==> src/mtd_map.svh <==
/*
  Constants for the external-data move target decoder: register offset,
  field positions, mode codes and sizes.
  Assumes it is included by bare name from the package and the design files.
*/
`ifndef MTD_MAP_SVH
`define MTD_MAP_SVH

`define MTD_PSC_OFFSET      8'h8f
`define MTD_PSC_WE_BIT      0
`define MTD_PSC_EE_BIT      1
`define MTD_PSC_SP_BIT      2
`define MTD_PSC_RESET       3'h0
`define MTD_MODE_INT_ONLY   2'h0
`define MTD_MODE_SPLIT      2'h1
`define MTD_ONCHIP_BYTES    4096
`define MTD_SCRATCH_LAST    16'h03ff
`define MTD_OE_WIDE         12'hfff
`define MTD_OE_NARROW       12'h0ff

`endif

==> src/mtd_pkg.sv <==
/*
  Types for the external-data move target decoder.
  Assumes mtd_map.svh is on the include path.
*/
`include "mtd_map.svh"

package mtd_pkg;

  typedef enum logic [2:0] {
    MTD_TGT_NONE,
    MTD_TGT_ONCHIP,
    MTD_TGT_OFFCHIP,
    MTD_TGT_FLASH_WRITE,
    MTD_TGT_FLASH_ERASE
  } mtd_target_t;

  typedef enum logic [1:0] {
    MTD_MODE_INTERNAL,
    MTD_MODE_SPLIT_NB,
    MTD_MODE_OTHER
  } mtd_mode_t;

endpackage

==> src/mtd_decoder.sv <==
/*
  Address-target decoder for the core's external-data move instructions.
  Routes each move in modes 00 and 01 to on-chip extended RAM, the off-chip address bus, or
  flash (write or page erase), and outputs the registered decision.
  Assumes the core presents one move request per cycle as a strobe with its
  operands, synchronous to core_clk, and keeps software flash address rules.
*/
//Behaviour
//[R01] Mode 00: every move targets on-chip extended RAM, never the bus.
//[R02] Internal-only mode wraps addresses past on-chip RAM size back to start.
//[R03] 8-bit move address: page register high byte, R0/R1 low byte.
//[R04] 16-bit move address: whole data pointer pair.
//[R05] Mode 01 splits the map into on-chip and off-chip regions.
//[R06] Split mode: addresses below the boundary go to on-chip RAM.
//[R07] Split mode: addresses above the boundary go off-chip over the bus.
//[R08] Split 8-bit off-chip: page decides, A[11:8] left undriven.
//[R09] Split 8-bit off-chip: A[7:0] driven from R0/R1.
//[R10] Split 16-bit: data pointer decides, all A[11:0] driven off-chip.
//[R11] Scratchpad select routes flash reads and move writes to scratchpad.
//[R12] Software keeps flash addresses in 0x0000-0x03FF with scratchpad on.
//[R13] Erase plus write enable: move write erases the page, data ignored.
//[R14] Write enable: move write programs flash; clear disables flash writes.
//[R15] Software erases a flash location before programming it.
//[R16] Control bits 7:3 read zero, ignore writes; enables reset zero.
//[R17] Without write enable, writes and all reads follow mode decode.
`timescale 1ns/10ps
`include "mtd_map.svh"

module mtd_decoder #(
  parameter int ONCHIP_BYTES = `MTD_ONCHIP_BYTES
) (
  // Clock and reset
  input  wire logic        core_clk,
  input  wire logic        rst_n,
  input  wire logic        clk_en,
  // Register port
  input  wire logic        sfr_wr,
  input  wire logic        sfr_rd,
  input  wire logic [7:0]  sfr_addr,
  input  wire logic [7:0]  sfr_wdata,
  output logic      [7:0]  sfr_rdata,
  // Mode and operands from the core
  input  wire logic [1:0]  ext_mem_config,
  input  wire logic [7:0]  ext_mem_page,
  input  wire logic [7:0]  rx_low,
  input  wire logic [15:0] data_pointer_pair,
  // Move request
  input  wire logic        move_req,
  input  wire logic        move_wide,
  input  wire logic        move_write,
  input  wire logic [7:0]  move_wdata,
  input  wire logic        code_read_req,
  // Decision
  output logic             move_valid,
  output logic [2:0]       move_target,
  output logic [15:0]      onchip_addr,
  output logic [11:0]      bus_addr,
  output logic [11:0]      bus_addr_oe,
  output logic [7:0]       flash_wdata,
  output logic [15:0]      flash_addr,
  output logic             flash_scratch,
  output logic             code_scratch
);

  // Wrap by masking only works for a power-of-two size
  if (ONCHIP_BYTES < 2 || ONCHIP_BYTES > 65536 || (ONCHIP_BYTES & (ONCHIP_BYTES - 1)) != 0)
  begin
    $error("ONCHIP_BYTES must be a power of two in 2..65536");
  end

  localparam logic [16:0] BOUNDARY = 17'(ONCHIP_BYTES);
  localparam logic [15:0] WRAP_MASK = 16'(ONCHIP_BYTES - 1);

  logic [7:0]  psc_value;
  logic [15:0] eff_addr;
  logic        below;
  mtd_pkg::mtd_target_t tgt_next;
  logic [15:0] onchip_next;
  logic [11:0] bus_next;
  logic [11:0] oe_next;

  mtd_psc_reg u_psc (
    .core_clk  (core_clk),
    .rst_n     (rst_n),
    .clk_en    (clk_en),
    .sfr_wr    (sfr_wr),
    .sfr_addr  (sfr_addr),
    .sfr_wdata (sfr_wdata),
    .psc_value (psc_value)
  );

  wire logic we_bit = psc_value[`MTD_PSC_WE_BIT];
  wire logic ee_bit = psc_value[`MTD_PSC_EE_BIT];
  wire logic sp_bit = psc_value[`MTD_PSC_SP_BIT];

  // Effective address by move width
  always_comb
  begin
    if (move_wide)
      eff_addr = data_pointer_pair; // see [R04]
    else
      eff_addr = {ext_mem_page, rx_low}; // see [R03]
    below = {1'b0, eff_addr} < BOUNDARY;
  end

  // Target selection; flash paths take priority over the mode decode
  always_comb
  begin
    tgt_next    = mtd_pkg::MTD_TGT_ONCHIP;
    onchip_next = eff_addr & WRAP_MASK;
    bus_next    = 12'h000;
    oe_next     = 12'h000;
    if (move_write && we_bit)
    begin
      if (ee_bit)
        tgt_next = mtd_pkg::MTD_TGT_FLASH_ERASE; // see [R13]
      else
        tgt_next = mtd_pkg::MTD_TGT_FLASH_WRITE; // see [R14]
    end
    else
    begin
      case (ext_mem_config) // see [R17]
        `MTD_MODE_INT_ONLY:
        begin
          // Wrap keeps every address on chip
          tgt_next = mtd_pkg::MTD_TGT_ONCHIP; // see [R01] [R02]
        end
        `MTD_MODE_SPLIT:
        begin
          if (below)
          begin
            tgt_next = mtd_pkg::MTD_TGT_ONCHIP; // see [R05] [R06]
          end
          else
          begin
            tgt_next = mtd_pkg::MTD_TGT_OFFCHIP; // see [R07]
            bus_next = eff_addr[11:0];
            if (move_wide)
              oe_next = `MTD_OE_WIDE; // see [R10]
            else
              oe_next = `MTD_OE_NARROW; // see [R08] [R09]
          end
        end
        default:
        begin
          // Bank-select and off-chip-only modes are outside this block
          tgt_next = mtd_pkg::MTD_TGT_NONE;
        end
      endcase
    end
  end

  // Answer strobe, one cycle after each move
  always_ff @(posedge core_clk or negedge rst_n)
  begin
    if (!rst_n)
    begin
      move_valid <= 1'b0;
    end
    else if (clk_en)
    begin
      move_valid <= move_req;
    end
  end

  // Decision and on-chip address hold until the next move
  always_ff @(posedge core_clk or negedge rst_n)
  begin
    if (!rst_n)
    begin
      move_target <= 3'h0;
      onchip_addr <= 16'h0000;
    end
    else if (clk_en && move_req)
    begin
      move_target <= tgt_next;
      onchip_addr <= onchip_next;
    end
  end

  // Pins released after an idle edge, so no stale drive fights the port latches
  always_ff @(posedge core_clk or negedge rst_n)
  begin
    if (!rst_n)
    begin
      bus_addr    <= 12'h000;
      bus_addr_oe <= 12'h000;
    end
    else if (clk_en)
    begin
      if (move_req)
      begin
        bus_addr    <= bus_next;
        bus_addr_oe <= oe_next; // see [R08] [R10]
      end
      else
      begin
        bus_addr_oe <= 12'h000;
      end
    end
  end

  // Flash operands, latched on every move
  always_ff @(posedge core_clk or negedge rst_n)
  begin
    if (!rst_n)
    begin
      flash_wdata   <= 8'h00;
      flash_addr    <= 16'h0000;
      flash_scratch <= 1'b0;
    end
    else if (clk_en && move_req)
    begin
      flash_addr    <= eff_addr;
      // Data is meaningless for a page erase
      flash_wdata   <= ee_bit ? 8'h00 : move_wdata; // see [R13]
      flash_scratch <= sp_bit; // see [R11]
    end
  end

  // Code reads from software follow the scratchpad select too
  always_ff @(posedge core_clk or negedge rst_n)
  begin
    if (!rst_n)
      code_scratch <= 1'b0;
    else if (clk_en)
      code_scratch <= code_read_req & sp_bit; // see [R11]
  end

  always_ff @(posedge core_clk or negedge rst_n)
  begin
    if (!rst_n)
      sfr_rdata <= 8'h00;
    else if (clk_en)
      sfr_rdata <= (sfr_rd && sfr_addr == `MTD_PSC_OFFSET) ? psc_value : 8'h00; // see [R16]
  end

endmodule

==> src/mtd_psc_reg.sv <==
/*
  Program-store control register: three enable bits, upper bits read zero.
  Assumes a special-function-register style port: write strobe with offset
  and data, read data combinational from the stored bits.
*/
`timescale 1ns/10ps
`include "mtd_map.svh"

module mtd_psc_reg (
  // Clock and reset
  input  wire logic       core_clk,
  input  wire logic       rst_n,
  input  wire logic       clk_en,
  // Register port
  input  wire logic       sfr_wr,
  input  wire logic [7:0] sfr_addr,
  input  wire logic [7:0] sfr_wdata,
  output logic      [7:0] psc_value
);

  logic [2:0] bits_reg;

  always_ff @(posedge core_clk or negedge rst_n)
  begin
    if (!rst_n)
    begin
      bits_reg <= `MTD_PSC_RESET; // see [R16]
    end
    else if (clk_en && sfr_wr && sfr_addr == `MTD_PSC_OFFSET)
    begin
      bits_reg <= sfr_wdata[2:0];
    end
  end

  // Upper bits fixed at zero, writes to them dropped
  assign psc_value = {5'h00, bits_reg}; // see [R16]

endmodule

==> config.mk <==
export PLATFORM = sky130hd
export DESIGN_NAME = mtd_decoder
export DESIGN_NICKNAME = d
export VERILOG_FILES = /design/src/mtd_pkg.sv /design/src/mtd_decoder.sv /design/src/mtd_psc_reg.sv
export VERILOG_INCLUDE_DIRS = /design/src
export SDC_FILE = /design/constraint.sdc
export NUM_CORES = 1
export LEC_CHECK = 0
export ABC_AREA = 1
export BUFFER_PORTS_ARGS = -buffer_cell sky130_fd_sc_hd__buf_2
export CAP_MARGIN = 20
export CORE_ASPECT_RATIO = 0.5
export CORE_MARGIN = 8
export CORE_UTILIZATION = 45
export DETAILED_ROUTE_END_ITERATION = 10
export PLACE_DENSITY = 0.81
export SYNTH_ARGS = -nofsm -noshare
export SYNTH_HDL_FRONTEND = slang
export SYNTH_HIERARCHICAL = 1
export SYNTH_SLANG_ARGS = --single-unit
==> constraint.sdc <==
create_clock -name core_clk -period 1.1 [get_ports core_clk]
set_input_delay 0.22 -clock core_clk [delete_from_list [all_inputs] [get_ports core_clk]]
set_output_delay 0.22 -clock core_clk [all_outputs]
set_load 0.02 [all_outputs]
==> flow_metrics.tcl, run 1 <==
set metrics [dict create \
    outcome "complete, but fails checks" \
    violations "setup timing" \
    synth_seq_cells 55 \
    antennaDiodeCount 0 \
    final_antenna_net_count 0 \
    worstPathCellList "buf_2" \
    final_net_count 511 \
    critPathLaunch "bus_addr_oe[7]" \
    power_mw 5.21 \
    finalHoldViolations 0 \
    power_density_nw_per_um2 1460 \
    port_buffers 135 \
    rr_worst_depth 3 \
    ys_warn_count 6 \
    cpPeakStageDelay_ps 450 \
    cts_tree "done" \
    first_iter_violations 166 \
    synth-compound-area-share_pct 10.3 \
    synth_top_area_share_pct 52.3 \
    slowest_stage "dfrtp_2" \
    layout_setup_ws_ps -31.4 \
    overflow 0 \
    hold_path.class "primary input to flip-flop" \
    final_area_um2 3570 \
    filler_cell_count 476 \
    routedWlPerCell_um 14.7 \
    hpwl_mm 5.63 \
    synth_top_family_by_area "simple AND/OR/NAND/NOR gates" \
    fin_util_pct 64.2 \
    clk_pin_slew_ps 70 \
    postSynthCellCount 315 \
    ctsLongestPathBuffers 2 \
    clock_sinks 55 \
    cp-end-kind "primary output" \
    hold_start "code_read_req" \
    grt.total_usage_pct 16.8 \
    largestRegisters "flash_addr x16, bus_addr x12" \
    drv_cap 0 \
    yosysSeqAreaShare_pct 52.3 \
    ys_types 25 \
    max_freq_ghz 0.884 \
    final-max-slew-violation-count 0 \
    critPathBufInv 1 \
    critical_path.max_fanout 9 \
    largest_reg_flops 16 \
    dr.pass1.iters 4 \
    area_growth_pct 35.6 \
    r2r-start "u_psc/bits_reg[0]" \
    synth_area_per_cell_um2 8.36 \
    synth_xor_area_share_pct 0 \
    finClkSkew_ps 2.97 \
    grt_pass1_wl_mm 11.9 \
    p_leak_nw 2.02 \
    slew_headroom_pct 65.2 \
    ir_worst_vdd_uv 909 \
    via_per_inst 4.73 \
    setup_viol 12 \
    ios 145 \
    rr_endpoint "bus_addr_oe[10]" \
    dieArea_um2 8700 \
    num_rows 19 \
    rsz0062_at_grt "yes" \
    place_congestion 0.762 \
    numCtsBuffers 5 \
    place_area_um2 3310 \
    period_share_pct 103 \
    rrSetupSlack_ps 60 \
    synth_simple_gate_area_share_pct 23.6 \
    hold_end "code_scratch" \
    critPathKind "flip-flop to primary output" \
    synth_mux_area_share_pct 0 \
    critPathTopFamily "flip-flops" \
    dp_cells 508 \
    clockRootBuffer "clkbuf_16" \
    worstPathRequired_ps 880 \
    clk_latency_ps 280 \
    post-route-min-period_ps 1130 \
    num_vias 2448 \
    die_w_um 124 \
    synth_area_um2 2630 \
    min_delay_path_depth 3 \
    start_util_pct 47.3 \
    grt_max_degree 56 \
    synthTopCellsByArea "dfrtp_1 52%, nand2_1 15%, buf_4 9.1%, o21ai_0 6.1%, nor2_1 5.0%" \
    top_register "flash_addr" \
    grt_pass1_vias 2458 \
    route.detailed.drc 0 \
    worstSetupStartpointType "flip-flop" \
    antenna_found_initial 0 \
    wirelength_mm 7.60 \
    core_um2 5560 \
    cts_max_level 2 \
    drive_above_1_share_pct 40.4 \
    worstPathArrival_ps 910 \
    whs_ps 179 \
    fp.dieH_um 70.1 \
    final_cells 518 \
    synth_top_area_cell "dfrtp_1" \
    synth-adder-area-share_pct 0 \
    worstMarginPinSlew_ps 520 \
]
==> how the worst max path moves through the flow <==
stage,to,cells past startpoint
final,bus_addr_oe[2],1
after global routing,bus_addr_oe[7],1
after CTS,bus_addr_oe[0],1
after detailed placement,bus_addr[5],7
after global placement,bus_addr[5],7
after floorplan,bus_addr[0],9
==> logic make-up (layout without fill, tap and decap cells) <==
kind of cell | count (synthesis) | after routing
DFF | 55 | 55
buffers and inverters | 54 | 176
AOI/OAI and AO/OA | 51 | 51
and+or+nand+nor | 153 | 154
other | 2 | 9
==> per-stage QoR <==
stage | setup TNS [ps] | worst slack, ps
CTS | -380 | -38.7
global placement | -1860 | -166
detailed placement | -2890 | -230
floorplan | 0 | 55.5
global route | -714 | -65.8
finish | -292 | -31.4
==> layout by cell type, fill, tap and decap left out, types with 2 or more instances in the layout <==
cell | synthesis | layout
dfrtp_1 | 55 | 53
nand2_1 | 102 | 100
buf_4 | 32 | 20
dfrtp_2 | 0 | 2
buf_6 | 2 | 10
buf_12 | 0 | 2
o21ai_1 | 9 | 11
nand4_1 | 4 | 4
o21ai_0 | 32 | 30
clkbuf_8 | 0 | 2
nor2_1 | 35 | 35
nor2_2 | 2 | 2
a31oi_1 | 5 | 5
clkbuf_16 | 0 | 5
nand2_2 | 5 | 6
buf_2 | 9 | 125
inv_1 | 8 | 8
a21oi_1 | 2 | 2
nand3_4 | 0 | 2
conb_1 | 2 | 9
==> layout make-up <==
cell class | count | area, um^2 | area share (%)
Sequential cell | 55 | 1380 | 38.6
Clock buffer | 8 | 156 | 4.38
Timing Repair Buffer | 158 | 938 | 26.3
Tap cell | 73 | 91.3 | 2.56
Inverter | 10 | 45.0 | 1.26
Multi-Input combinational cell | 214 | 961 | 26.9
==> per-layer routing <==
layer  global-route usage (%)  part of all wire (%)  up-vias
li1                         -                     -     1226
met1                     19.6                    40     1126
met2                     30.0                    51       83
met3                     3.85                   7.0       13
met4                     4.97                   1.6        0
met5                        0                     0        -
==> report_power, final <==
part           total, mW  switching [mW]  internal, mW
Clock               1.64           0.669         0.970
Combinational       1.25           0.778         0.472
Sequential          2.32           0.125          2.20
Total               5.21            1.57          3.64
==> cell usage after synthesis, drive strengths merged <==
master    n
o31ai     1
nor2     37
a31oi     5
conb      2
and3      1
nand3     3
clkbuf    1
clkinv    1
buf      43
nand2   107
nand4     4
o21ai    41
a21oi     3
o21bai    1
inv       9
nor3b     1
dfrtp    55
==> timing repair <==
action                     4_1_cts  5_1_grt
setup endpoints to repair       25       28
hold endpoints to repair        55        0
gates cloned                     0        1
hold buffers                     1        0
gates resized for setup          8       20
pin swaps                        0        1
buffers inserted                 0        0
Note: power is estimated with default switching activity, not from simulation.
==> run 2, diff against run 1 <==
--- a/config.mk
+++ b/config.mk
@@ -7,13 +7,12 @@
 export NUM_CORES = 1
 export LEC_CHECK = 0
 export ABC_AREA = 1
-export BUFFER_PORTS_ARGS = -buffer_cell sky130_fd_sc_hd__buf_2
 export CAP_MARGIN = 20
 export CORE_ASPECT_RATIO = 0.5
 export CORE_MARGIN = 8
 export CORE_UTILIZATION = 45
 export DETAILED_ROUTE_END_ITERATION = 10
-export PLACE_DENSITY = 0.81
+export DONT_BUFFER_PORTS = 1
 export SYNTH_ARGS = -nofsm -noshare
 export SYNTH_HDL_FRONTEND = slang
 export SYNTH_HIERARCHICAL = 1
==> flow_metrics.tcl, run 2 (synthesis gave the netlist of run 1 again) <==
set metrics [dict create \
    outcome "complete, but fails checks" \
    violations "hold timing, setup timing" \
    overflow 0 \
    place_congestion 0.747 \
    area_growth_pct 3.28 \
    grt.total_usage_pct 14.2 \
    setup_viol 8 \
    first_iter_violations 99 \
    dr.pass1.iters 4 \
    grt_pass1_vias 1946 \
    routedWlPerCell_um 17.7 \
    clockRootBuffer "clkbuf_16" \
    dp_cells 360 \
    ctsLongestPathBuffers 2 \
    final_net_count 362 \
    power_mw 4.62 \
    p_leak_nw 1.32 \
    drive_above_1_share_pct 13.9 \
    die_w_um 124 \
    cp-end-kind "primary output" \
    hold_path.class "primary input to async pin" \
    cts_max_level 2 \
    setup_tns_ps -293 \
    wirelength_mm 6.52 \
    worstPathRequired_ps 880 \
    final_antenna_net_count 0 \
    layout_common_cells "100 x nand2_1, 43 x dfrtp_1, 35 x nor2_1, 31 x o21ai_0, 12 x dfrtp_2" \
    layout_setup_ws_ps -36.8 \
    clock_sinks 55 \
    whs_ps -379 \
    route.detailed.drc 0 \
    grt_max_degree 56 \
    filler_cell_count 539 \
    rsz0062_at_grt "yes" \
    clk_pin_slew_ps 70 \
    clk_latency_ps 290 \
    top_register "flash_addr" \
    cpPeakStageDelay_ps 390 \
    post_cts_buffers 0 \
    period_share_pct 103 \
    start_util_pct 47.3 \
    largestRegisters "flash_addr x16, bus_addr x12" \
    worstPathCellList "buf_12" \
    core_um2 5560 \
    dieArea_um2 8700 \
    via_per_inst 5.15 \
    final_common_cell "nand2_1" \
    numCtsBuffers 5 \
    critical_path.max_fanout 8 \
    max_freq_ghz 0.880 \
    grt_pass1_wl_mm 9.95 \
    cts_tree "done" \
    crit_cells 1 \
    drv_cap 0 \
    critPathBufInv 1 \
    finalHoldViolations 55 \
    antennaDiodeCount 0 \
    ir_worst_vdd_uv 755 \
    ios 145 \
    final_cells 369 \
    critPathKind "flip-flop to primary output" \
    post-route-min-period_ps 1140 \
    num_rows 19 \
    hpwl_mm 4.73 \
    final-max-slew-violation-count 0 \
    critPathTopFamily "flip-flops" \
    antenna_found_initial 0 \
    port_buffers 0 \
    fp.dieH_um 70.1 \
    largest_reg_flops 16 \
    worstSetupStartpointType "flip-flop" \
    rr_worst_depth 3 \
    power_density_nw_per_um2 1700 \
    finClkSkew_ps 4.21 \
    worstPathArrival_ps 920 \
    num_vias 1899 \
    slowest_stage "dfrtp_1" \
]
run 2: cell types whose count changed in the layout (fill, tap and decap cells not counted), sizes merged:
cell and delta:
buf -148, dlygate4sd3 -1, clkbuf -1, clkinv +1
run 2: per-layer routing:
layer	wire length, um	GRT usage (%)
met1	2710	16.6
met2	2980	23.4
met3	809	6.34
met4	25	2.88
met5	0	0
run 2: report_power, final:
group	switching, mW	internal, mW	total (mW)	leakage (nW)
Sequential	0.456	2.21	2.67	0.696
Combinational	0.258	0.155	0.413	0.558
Clock	0.698	0.844	1.54	0.0679
Total	1.41	3.21	4.62	1.32
run 2: worst paths after layout:
path,start,end,slack (ps)
max in group asynchronous,rst_n,flash_addr[2],1350
hold reg to reg,bus_addr_oe[7],bus_addr_oe[7],550
min in group core_clk,move_wdata[7],flash_wdata[7],70
hold / removal,rst_n,sfr_rdata[7],-380
setup / recovery,bus_addr_oe[7],bus_addr_oe[1],-40
setup reg to reg,u_psc/bits_reg[0],bus_addr[2],60
run 2: timing repair:
| action | 4_1_cts | 5_1_grt |
|---|---|---|
| setup endpoints to repair | 41 | 23 |
| hold endpoints to repair | 55 | 55 |
| gates resized for setup | 9 | 6 |
| gates cloned | 0 | 1 |
| pin swaps | 0 | 1 |
run 2: final cells by class:
cell class | instances | area, um^2 | area share [%]
Tap cell | 73 | 91.3 | 3.36
Multi-Input combinational cell | 214 | 948 | 34.9
Inverter | 10 | 45.0 | 1.66
Clock buffer | 7 | 133 | 4.88
Sequential cell | 55 | 1390 | 51.2
Timing Repair Buffer | 9 | 105 | 3.87
Clock inverter | 1 | 5.00 | 0.184
run 2: per-stage QoR:
| stage | util, % | cell area (um^2) | worst slack (ps) |
|---|---|---|---|
| 2_1_floorplan | - | 2660 | 55.5 |
| 3_3_place_gp | 45.8 | 2550 | -55.4 |
| 3_5_place_dp | 45.8 | 2550 | -106 |
| 4_1_cts | 48.6 | 2700 | -48.3 |
| 5_1_grt | 48.9 | 2720 | -74.7 |
| 6_report | 48.9 | 2720 | -36.8 |
==> run 3, diff against run 2 <==
--- a/config.mk
+++ b/config.mk
@@ -13,6 +13,8 @@
 export CORE_UTILIZATION = 45
 export DETAILED_ROUTE_END_ITERATION = 10
 export DONT_BUFFER_PORTS = 1
+export GPL_ROUTABILITY_DRIVEN = 0
+export PLACE_DENSITY_LB_ADDON = 0.15
 export SYNTH_ARGS = -nofsm -noshare
 export SYNTH_HDL_FRONTEND = slang
 export SYNTH_HIERARCHICAL = 1
==> constraint.sdc (replaced) <==
create_clock -name core_clk -period 1.1 [get_ports core_clk]
set_input_delay 0.22 -clock core_clk [delete_from_list [all_inputs] [get_ports core_clk]]
set_output_delay 0.22 -clock core_clk [all_outputs]
set_load 0.05 [all_outputs]
==> flow_metrics.tcl, run 3 (synthesis gave the netlist of run 1 again) <==
set metrics [dict create \
    grt_pass1_wl_mm 10.3 \
    whs_ps -380 \
    routedWlPerCell_um 16.5 \
    hpwl_mm 4.86 \
    ios 145 \
    hold_path.class "primary input to async pin" \
    final_common_cell "nand2_1" \
    num_vias 2008 \
    ctsLongestPathBuffers 2 \
    dr.pass1.iters 4 \
    top_register "flash_addr" \
    largest_reg_flops 16 \
    critPathLaunch "bus_addr_oe[7]" \
    final_net_count 393 \
    setup_viol 34 \
    power_density_nw_per_um2 1760 \
    cts_max_level 2 \
    critPathCapture "bus_addr_oe[0]" \
    cts_tree "done" \
    rrSetupSlack_ps 90 \
    layout_common_cells "100 x nand2_1, 35 x nor2_1, 31 x o21ai_0, 28 x dfrtp_1, 17 x buf_6" \
    crit_cells 1 \
    final-max-slew-violation-count 0 \
    drive_above_1_share_pct 26.6 \
    critPathTopFamily "flip-flops" \
    pre_cts_slack_ps -53.9 \
    layout_setup_ws_ps -139 \
    finClkSkew_ps 2.64 \
    core_um2 5560 \
    grt.total_usage_pct 14.8 \
    critPathBufInv 1 \
    p_comb_share_pct 23.0 \
    cpPeakStageDelay_ps 510 \
    numCtsBuffers 5 \
    final_cells 400 \
    violations "hold timing, setup timing" \
    clockRootBuffer "clkbuf_16" \
    grt_max_degree 56 \
    p_leak_nw 1.52 \
    worstPathRequired_ps 880 \
    final_antenna_net_count 0 \
    p_sw_share_pct 36.9 \
    ir_worst_vdd_uv 1250 \
    antenna_found_initial 0 \
    fp.dieH_um 70.1 \
    first_iter_violations 138 \
    worstPathCellList "buf_12" \
    slowest_stage "dfrtp_4" \
    route.detailed.drc 0 \
    rr_endpoint "bus_addr[2]" \
    switchingPower_mw 2.08 \
    max_freq_ghz 0.807 \
    worstSetupStartpointType "flip-flop" \
    power_frac_seq_pct 50.0 \
    p_int_mw 3.56 \
    via_per_inst 5.02 \
    start_util_pct 47.3 \
    drv_cap 0 \
    num_rows 19 \
    clk_pin_slew_ps 70 \
    area_growth_pct 22.0 \
    grt_pass1_vias 2095 \
    clkPwrFrac_pct 27.0 \
    period_share_pct 113 \
    die_w_um 124 \
    port_buffers 0 \
    finalHoldViolations 55 \
    power_mw 5.64 \
    critPathKind "flip-flop to primary output" \
    outcome "complete, but fails checks" \
    cp-end-kind "primary output" \
    clock_sinks 55 \
    critical_path.max_fanout 4 \
    post-route-min-period_ps 1240 \
    clk_latency_ps 290 \
    dieArea_um2 8700 \
    largestRegisters "flash_addr x16, bus_addr x12" \
    r2r-start "u_psc/bits_reg[0]" \
    rsz0062_at_grt "yes" \
    wirelength_mm 6.61 \
    antennaDiodeCount 0 \
    rr_worst_depth 3 \
    worstPathArrival_ps 1020 \
    dp_cells 388 \
    overflow 0 \
]
run 3: changes by cell type in the layout (fill, tap and decap cells not counted):
cell	change
buf_12	+12
buf_4	+2
buf_6	+17
dfrtp_1	-15
dfrtp_2	+4
dfrtp_4	+11
run 3: final cells by class:
| cell class | count | area, um^2 |
|---|---|---|
| clock buffer | 7 | 133 |
| clock inverter | 1 | 5.00 |
| fill | 493 | 2350 |
| inverter | 10 | 45.0 |
| multi-input combinational | 214 | 948 |
| sequential | 55 | 1440 |
| tap | 73 | 91.3 |
| timing repair buffer | 40 | 552 |
run 3: worst min path at each step:
| stage | from | endpoint | slack [ps] | cells past startpoint |
|---|---|---|---|---|
| final | rst_n | bus_addr_oe[7] | -380 | 0 |
| after global routing | rst_n | sfr_rdata[4] | -390 | 0 |
| after CTS | rst_n | sfr_rdata[6] | -390 | 0 |
| after detailed placement | rst_n | sfr_rdata[6] | -70 | 0 |
| after global placement | rst_n | sfr_rdata[4] | -70 | 0 |
| after floorplan | rst_n | bus_addr[0] | -80 | 0 |
run 3: power groups by stage:
stage	logic [mW]	clock network (mW)	registers (mW)
floorplan	0.770	0	2.98
global placement	1.22	0	2.81
detailed placement	1.24	0	2.82
CTS	1.25	1.58	2.82
global route	1.38	1.65	2.85
finish	1.30	1.52	2.82
run 3: timing repair:
item,in CTS,in global routing
gates cloned,0,1
buffers inserted,0,3
resized for setup,28,15
hold endpoints to repair,55,55
pin swaps,0,1
setup endpoints to repair,65,60
run 3: per-layer routing:
metal | global-route usage (%) | wire length [um] | vias to the layer above
li1 | - | - | 984
met1 | 16.7 | 2720 | 938
met2 | 24.0 | 3030 | 77
met3 | 7.14 | 776 | 9
met4 | 4.58 | 80 | 0
met5 | 0 | 0 | -
run 3: through the flow:
| step | hold WS (ps) | TNS, ps | area (um^2) | util (%) |
|---|---|---|---|---|
| 5_1_grt | -393 | -2800 | 3210 | 57.7 |
| 2_1_floorplan | -75.6 | 0 | 2680 | - |
| 6_report | -380 | -1920 | 3210 | 57.7 |
| 3_5_place_dp | -73.6 | -201 | 2930 | 52.6 |
| 4_1_cts | -390 | -2360 | 3130 | 56.2 |
| 3_3_place_gp | -73.4 | -35.9 | 2930 | 52.6 |
